$ cat src/logic/idle_sleep_pkg.sv
// Shared constants and types of the idle/sleep and start-up controller.
// Assumes one free-running oscillator clock of CLK_PERIOD_NS.
package idle_sleep_pkg;

	// ------------------------------------------------------------
	// Timing
	// ------------------------------------------------------------
	localparam int unsigned CLK_PERIOD_NS = 50;
	localparam int unsigned STEP_TIME_US = 4096;
	localparam int unsigned MAX_IDLE_US = 33000000;
	localparam int unsigned INIT_TIME_MS = 14;
	localparam int unsigned POR_HOLD_US = 160;
	localparam int unsigned STEP_CYCLES = STEP_TIME_US * 1000 / CLK_PERIOD_NS;
	localparam int unsigned INIT_CYCLES = INIT_TIME_MS * 1000000 / CLK_PERIOD_NS;
	localparam int unsigned POR_HOLD_CYCLES = (POR_HOLD_US * 1000 + CLK_PERIOD_NS - 1) / CLK_PERIOD_NS;
	localparam int unsigned MAX_STEPS = MAX_IDLE_US / STEP_TIME_US;

	// ------------------------------------------------------------
	// Widths and reset values
	// ------------------------------------------------------------
	localparam int STEP_W = 13;
	localparam int CNT_W = 20;
	localparam logic [STEP_W-1:0] STEPS_MIN = 13'h0001;
	localparam logic [STEP_W-1:0] STEPS_RESET = STEP_W'(MAX_STEPS);
	localparam logic [CNT_W-1:0] CNT_RESET = 20'h00000;

	// ------------------------------------------------------------
	// Types
	// ------------------------------------------------------------
	typedef enum logic [3:0] {
		MODE_POR_HOLD = 4'h1,
		MODE_INIT = 4'h2,
		MODE_ACTIVE = 4'h4,
		MODE_SLEEP = 4'h8
	} mode_t;

	typedef struct packed {
		logic scl;
		logic sda;
	} bus_lines_t;

	typedef struct packed {
		logic we;
		logic [STEP_W-1:0] steps;
	} interval_wr_t;

endpackage

$ cat src/logic/idle_sleep_controller.sv
// Start-up sequencing and idle-to-sleep power control.
// Assumes NRST comes from the power-on detector and CLK from the internal oscillator.
`timescale 1ns/1ns
module idle_sleep_controller
	import idle_sleep_pkg::*;
#(
	parameter int unsigned STEP_CYCLES_P = STEP_CYCLES,
	parameter int unsigned INIT_CYCLES_P = INIT_CYCLES
) (
	input wire logic CLK,
	input wire logic NRST,
	input wire logic SUPPLY_OK,
	input wire idle_sleep_pkg::bus_lines_t LINES,
	input wire logic FUNC_BUSY,
	input wire idle_sleep_pkg::interval_wr_t INTERVAL_WR,
	input wire logic NVM_FAST,
	output idle_sleep_pkg::mode_t MODE,
	output logic CORE_RST_N,
	output logic INIT_BUSY,
	output logic CFG_READY,
	output logic OSC_EN,
	output logic SLEEPING,
	output logic NVM_CLK_TICK,
	output logic [idle_sleep_pkg::STEP_W-1:0] INTERVAL,
	output logic [idle_sleep_pkg::STEP_W-1:0] IDLE_STEPS
);
	import idle_sleep_pkg::*;

	// ------------------------------------------------------------
	// State
	// ------------------------------------------------------------
	typedef struct packed {
		mode_t mode;
		logic [CNT_W-1:0] cnt;
		logic [STEP_W-1:0] steps;
		logic [STEP_W-1:0] interval;
		logic core_rst_n;
		logic cfg_ready;
		logic nvm_phase;
		logic nvm_tick;
	} ctrl_state_t;

	ctrl_state_t state;
	ctrl_state_t next_state;

	// ------------------------------------------------------------
	// Input synchronisers
	// ------------------------------------------------------------
	logic supply_s;
	bus_lines_t lines_s;

	sync2 #(
		.W(1),
		.RST_VAL(1'b0)
	) u_supply_sync (
		.clk(CLK),
		.nrst(NRST),
		.d(SUPPLY_OK),
		.q(supply_s)
	);

	// Idle lines rest high, so reset to high avoids a false wake
	sync2 #(
		.W(2),
		.RST_VAL(2'b11)
	) u_lines_sync (
		.clk(CLK),
		.nrst(NRST),
		.d(LINES),
		.q(lines_s)
	);

	// ------------------------------------------------------------
	// Idle step prescaler
	// ------------------------------------------------------------
	logic bus_idle;
	logic idle_run;
	logic step_tick;
	logic [STEP_W-1:0] steps_inc;
	logic [STEP_W-1:0] wr_clamped;

	assign bus_idle = lines_s.scl & lines_s.sda & ~FUNC_BUSY;
	assign idle_run = bus_idle & (state.mode == MODE_ACTIVE);

	step_timer #(
		.STEP_CYCLES(STEP_CYCLES_P)
	) u_step_timer (
		.clk(CLK),
		.nrst(NRST),
		.run(idle_run),
		.tick(step_tick)
	);

	assign steps_inc = state.steps + STEP_W'(1);

	// Out-of-range writes saturate rather than wrap to a tiny interval
	always_comb begin
		if (INTERVAL_WR.steps < STEPS_MIN) begin
			wr_clamped = STEPS_MIN;
		end else if (INTERVAL_WR.steps > STEPS_RESET) begin
			wr_clamped = STEPS_RESET;
		end else begin
			wr_clamped = INTERVAL_WR.steps;
		end
	end

	// ------------------------------------------------------------
	// Mode sequencer
	// ------------------------------------------------------------
	always_comb begin
		next_state = state;
		next_state.nvm_tick = 1'b0;
		if (!supply_s) begin
			// Brown-out restarts the whole sequence
			next_state.mode = MODE_POR_HOLD;
			next_state.cnt = CNT_RESET;
			next_state.steps = '0;
			next_state.interval = STEPS_RESET;
			next_state.core_rst_n = 1'b0;
			next_state.cfg_ready = 1'b0;
			next_state.nvm_phase = 1'b0;
		end else begin
			unique case (state.mode)
				MODE_POR_HOLD: begin
					if (state.cnt == CNT_W'(POR_HOLD_CYCLES - 1)) begin
						next_state.mode = MODE_INIT;
						next_state.cnt = CNT_RESET;
						next_state.core_rst_n = 1'b1;
					end else begin
						next_state.cnt = state.cnt + CNT_W'(1);
					end
				end
				MODE_INIT: begin
					// Setting writes are ignored here
					if (state.cnt == CNT_W'(INIT_CYCLES_P - 1)) begin
						next_state.mode = MODE_ACTIVE;
						next_state.cnt = CNT_RESET;
						next_state.cfg_ready = 1'b1;
					end else begin
						next_state.cnt = state.cnt + CNT_W'(1);
					end
				end
				MODE_ACTIVE: begin
					if (INTERVAL_WR.we) begin
						next_state.interval = wr_clamped;
					end
					if (!bus_idle) begin
						next_state.steps = '0;
					end else if (step_tick) begin
						if (steps_inc >= state.interval) begin
							next_state.mode = MODE_SLEEP;
							next_state.steps = '0;
						end else begin
							next_state.steps = steps_inc;
						end
					end
					next_state.nvm_phase = ~state.nvm_phase;
					next_state.nvm_tick = NVM_FAST | state.nvm_phase;
				end
				MODE_SLEEP: begin
					if (!lines_s.scl || !lines_s.sda) begin
						next_state.mode = MODE_ACTIVE;
						next_state.steps = '0;
					end
				end
				default: begin
					next_state.mode = MODE_POR_HOLD;
					next_state.cnt = CNT_RESET;
					next_state.core_rst_n = 1'b0;
					next_state.cfg_ready = 1'b0;
				end
			endcase
		end
	end

	// Single oscillator domain for every register
	always_ff @(posedge CLK or negedge NRST) begin
		if (!NRST) begin
			state.mode <= MODE_POR_HOLD;
			state.cnt <= CNT_RESET;
			state.steps <= '0;
			state.interval <= STEPS_RESET;
			state.core_rst_n <= 1'b0;
			state.cfg_ready <= 1'b0;
			state.nvm_phase <= 1'b0;
			state.nvm_tick <= 1'b0;
		end else begin
			state <= next_state;
		end
	end

	// ------------------------------------------------------------
	// Outputs
	// ------------------------------------------------------------
	// Raw pins restart the oscillator: no clock runs to sample them in sleep
	assign OSC_EN = (state.mode != MODE_SLEEP) | ~LINES.scl | ~LINES.sda;
	assign MODE = state.mode;
	assign CORE_RST_N = state.core_rst_n;
	assign INIT_BUSY = (state.mode == MODE_INIT);
	assign CFG_READY = state.cfg_ready;
	assign SLEEPING = (state.mode == MODE_SLEEP);
	assign NVM_CLK_TICK = state.nvm_tick;
	assign INTERVAL = state.interval;
	assign IDLE_STEPS = state.steps;
endmodule // idle_sleep_controller

$ cat src/logic/sync2.sv
// Two-flop synchroniser for asynchronous levels.
// Assumes the reader tolerates two cycles of latency.
`timescale 1ns/1ns
module sync2 #(
	parameter int W = 1,
	parameter logic [W-1:0] RST_VAL = '0
) (
	input wire logic clk,
	input wire logic nrst,
	input wire logic [W-1:0] d,
	output logic [W-1:0] q
);
	typedef struct packed {
		logic [W-1:0] meta;
		logic [W-1:0] out;
	} sync_state_t;

	sync_state_t state;
	sync_state_t next_state;

	// First stage feeds only the second stage
	always_comb begin
		next_state.meta = d;
		next_state.out = state.meta;
	end

	always_ff @(posedge clk or negedge nrst) begin
		if (!nrst) begin
			state <= {RST_VAL, RST_VAL};
		end else begin
			state <= next_state;
		end
	end

	assign q = state.out;
endmodule // sync2

$ cat src/logic/step_timer.sv
// Prescaler that emits one pulse per idle step while run stays high.
// Assumes run drops whenever the idle condition breaks.
`timescale 1ns/1ns
module step_timer #(
	parameter int unsigned STEP_CYCLES = 81920
) (
	input wire logic clk,
	input wire logic nrst,
	input wire logic run,
	output logic tick
);
	localparam int CW = $clog2(STEP_CYCLES + 1);

	typedef struct packed {
		logic [CW-1:0] cnt;
		logic tick;
	} timer_state_t;

	timer_state_t state;
	timer_state_t next_state;

	always_comb begin
		next_state = state;
		next_state.tick = 1'b0;
		if (!run) begin
			next_state.cnt = '0;
		end else if (state.cnt == CW'(STEP_CYCLES - 1)) begin
			next_state.cnt = '0;
			next_state.tick = 1'b1;
		end else begin
			next_state.cnt = state.cnt + CW'(1);
		end
	end

	always_ff @(posedge clk or negedge nrst) begin
		if (!nrst) begin
			state <= '0;
		end else begin
			state <= next_state;
		end
	end

	assign tick = state.tick;
endmodule // step_timer

$ cat config.mk
export PLATFORM = sky130hd
export DESIGN_NAME = idle_sleep_controller
export DESIGN_NICKNAME = d
export VERILOG_FILES = /design/src/logic/idle_sleep_pkg.sv /design/src/logic/idle_sleep_controller.sv /design/src/logic/sync2.sv /design/src/logic/step_timer.sv
export SDC_FILE = /design/constraint.sdc
export NUM_CORES = 1
export LEC_CHECK = 0
export ABC_AREA = 1
export BUFFER_PORTS_ARGS = -buffer_cell sky130_fd_sc_hd__buf_2
export CAP_MARGIN = 5
export CELL_PAD_IN_SITES_DETAIL_PLACEMENT = 1
export CELL_PAD_IN_SITES_GLOBAL_PLACEMENT = 2
export CORE_MARGIN = 1.5
export CORE_UTILIZATION = 35
export CTS_CLUSTER_SIZE = 40
export DETAILED_ROUTE_END_ITERATION = 10
export PLACE_DENSITY_LB_ADDON = 0.1
export RECOVER_POWER = 100
export SYNTH_ARGS = -nofsm -noshare
export SYNTH_HDL_FRONTEND = slang
export SYNTH_HIERARCHICAL = 1
export SYNTH_SLANG_ARGS = --single-unit
$ cat constraint.sdc
create_clock -name CLK -period 3.1 [get_ports CLK]
set_input_delay 0.62 -clock CLK [delete_from_list [all_inputs] [get_ports CLK]]
set_output_delay 0.62 -clock CLK [all_outputs]
set_load 0.01 [all_outputs]
==> results_dict.tcl <==
set metrics [dict create \
    status "complete, but fails checks" \
    worst-path-buf-inv 1 \
    p_int_mw 1.84 \
    cp.required_ns 3.38 \
    final_nets 727 \
    criticalPathCategory "register to register" \
    post-route-drc-count 0 \
    fin_cells 879 \
    dp_cells 863 \
    dieArea_mm2 0.0154 \
    io_pins 57 \
    finalHoldViolations 0 \
    synth_area_mm2 0.00514 \
    cts_buffer_depth 2 \
    timing.final.ws_setup_ns 0.433 \
    drtAntennaViolNets 0 \
    layout-drive-gt1-share 0.165 \
    viasPerCell 4.83 \
    finalCriticalPeriod_ns 2.67 \
    synthesis.nets 695 \
    die_height_um 124 \
    switching_share 0.280 \
    postCtsResizedCells 0 \
    slew_headroom -0.566 \
    maxSlewViolCount 41 \
    syn2layout_area_growth_pct 7.09 \
    synthCells 658 \
    leakage_nw 2.58 \
    dpl.hpwl_um 10400 \
    synthAdderAreaFrac 0.0390 \
    power_frac_seq 0.438 \
    cap_violations 1 \
    cpMaxStageDelayCell "dfrtp_1" \
    final_cell_area_mm2 0.00550 \
    synth-compound-area-share 0.0738 \
    grt-ovfl-total 0 \
    final_util 0.381 \
    synth_mux_area_frac 0 \
    dp_slack_ns 0.430 \
    tightestPinTransition_ns 2.35 \
    critPathMaxStageDelay_ns 0.42 \
    async_flop_share 1.00 \
    clock.fmax_mhz 375 \
    insertion_delay_ns 0.35 \
    power.switching_mw 0.716 \
    root_buffer "clkbuf_16" \
    peakVddDrop_mv 0.326 \
    synth_edf_count 0 \
    grt_pass1_vias 4424 \
    yosys-top-cells-area "dfrtp_1 31%, nand2_1 11%, dfstp_2 7.2%" \
    finalCritPeriodShare 0.860 \
    cts_made_buffers 9 \
    synthSimpleGateAreaFrac 0.346 \
    violations "max-capacitance violations, max-slew violations" \
    setup_violations 0 \
    yosys.area.top_type_share 0.312 \
    cts_hold_buf 0 \
    start_kind "register" \
    clkPwrFrac 0.430 \
    drt_iter0_drc 195 \
    port_buffers 56 \
    synth_top_cell_by_area "dfrtp_1" \
    fin_skew_ns 0.00693 \
    coreArea_mm2 0.0144 \
    power_frac_comb 0.132 \
    clk_pin_slew_worst_paths_ns 0.06 \
    post_dp_cell_area_mm2 0.00539 \
    cts.sinks 78 \
    antenna_found_initial 0 \
    synth_top_family_by_area "simple AND/OR/NAND/NOR gates" \
    crit_path_end_kind "register" \
    synth_cell_types 39 \
    crit_family "simple AND/OR/NAND/NOR gates" \
    grtUsageTotal 0.190 \
    power.total_mw 2.56 \
    dr_total_vias 4245 \
    ys.flop_type "dfrtp_1" \
    dr.pass1.iters 5 \
    syn_area_per_cell_um2 7.81 \
    power_density_mw_per_mm2 465 \
    synth_seq_area_share 0.383 \
    std_cell_rows 44 \
    totalNegativeSetupSlack_ns 0 \
    cpMostUsedCell "nand3_1" \
    synthTopCellsByCount "149 x nand2_1, 71 x nor2_1, 68 x inv_1" \
    yosysMostFrequentCell "nand2_1" \
    ys.warnings.count 6 \
    grt_max_degree 41 \
    grt_pass1_wl_um 22300 \
    drt_wl_total_um 13500 \
    critPathArrivalTime_ns 2.95 \
    hold_class "register to register" \
    cts_setup_buffers 0 \
    cp_cell_sequence "ha_1, nand2_1, nor2_2, and2_0, nand3_1, xnor2_1, ha_1, nand2_1, nor2_1, nand3_1, nand3_1, nor2_1, buf_4, nor2_1, nand3_1, nand2_1" \
    tritoncts "done" \
    synthXorXnorAreaFrac 0.0426 \
    fp.dieW_um 124 \
    initial_core_util 0.356 \
    cp_max_fo 14 \
    finalWeightedCongestion 0.836 \
    cts_max_level 3 \
    rsz0062_at_grt "false" \
    diodes 0 \
    drt-wirelength-per-cell_um 15.4 \
    synth.ff_latch_count 78 \
    whs_ns 0.352 \
]
[flip-flops by register name, summed over array words and instances (netlist names)]
| register | count |
|---|---|
| INTERVAL | 13 |
| state | 21 |
| CFG_READY | 1 |
| u_supply_sync/next_state | 1 |
| u_step_timer/state | 17 |
| IDLE_STEPS | 13 |
| u_supply_sync/q | 1 |
| u_step_timer/tick | 1 |
| CORE_RST_N | 1 |
| MODE | 4 |
| NVM_CLK_TICK | 1 |
| u_lines_sync/next_state | 2 |
| u_lines_sync/q | 2 |
[metal layers]
| layer | track usage | share of wire | vias to the layer above |
|---|---|---|---|
| met1 | 0.239 | 0.47 | 2048 |
| li1 | - | - | 2126 |
| met2 | 0.324 | 0.48 | 55 |
| met4 | 0.0554 | 0.013 | 0 |
| met3 | 0.0430 | 0.035 | 16 |
| met5 | 0 | 0 | - |
[worst register-to-register path: stages, from the launching register on]
cell     delay, ns
dfrtp_1       0.42
ha_1          0.20
nand2_1       0.08
nor2_2        0.17
and2_0        0.20
nand3_1       0.10
xnor2_1       0.16
ha_1          0.30
nand2_1       0.08
nor2_1        0.19
nand3_1       0.10
nand3_1       0.11
nor2_1        0.05
buf_4         0.19
nor2_1        0.10
nand3_1       0.07
nand2_1       0.08
[power by group through the flow]
stage / clock network, mW / logic [mW] / registers (mW)
after detailed placement: 0 / 0.381 / 1.15
after global routing: 1.19 / 0.383 / 1.13
final: 1.10 / 0.339 / 1.12
after floorplan: 0 / 0.266 / 1.14
after global placement: 0 / 0.374 / 1.15
after CTS: 1.14 / 0.383 / 1.13
[logic make-up after synthesis]
logic type	after synthesis
adders and majority gates	16
AOI/OAI and AO/OA	65
buffers and inverters	119
xor gates and xnor gates	25
DFF	78
and+or+nand+nor	355
[layout make-up]
class	count	area, um2
clock buffer	13	260
timing repair buffer	60	260
multi-input combinational	461	2440
tap	184	230
fill	1818	8920
sequential	78	1970
clock inverter	3	42.5
inverter	80	300
[path summary, 6_finish.rpt]
check	to	start	cells after the start	slack (ns)
max in group asynchronous	state[40]	NRST	2	0.58
worst min-delay path	u_supply_sync/q	u_supply_sync/next_state[0]	0	0.35
worst min register to register	u_supply_sync/q	u_supply_sync/next_state[0]	0	0.35
worst max register to register	MODE[3]	IDLE_STEPS[0]	16	0.43
min in group asynchronous	MODE[2]	NRST	1	0.98
worst max-delay path	MODE[3]	IDLE_STEPS[0]	16	0.43
[cells in the final DEF, fill, tap and decap left out, types with 9 or more instances in the layout]
cell type / Yosys / final
nand2_1: 149 / 150
nor2_1: 71 / 75
inv_1: 68 / 69
dfrtp_1: 64 / 64
nand3_1: 42 / 52
clkbuf_1: 1 / 36
o21ai_0: 24 / 34
buf_2: 3 / 23
a21oi_1: 18 / 18
nand2_2: 18 / 18
nor2_2: 19 / 17
ha_1: 16 / 16
xor2_1: 14 / 14
xnor2_1: 11 / 11
dfstp_2: 14 / 10
inv_2: 11 / 10
nand4_1: 10 / 10
nor3_1: 8 / 9
clkbuf_16: 0 / 9
Power figures use the tool's default switching activity.
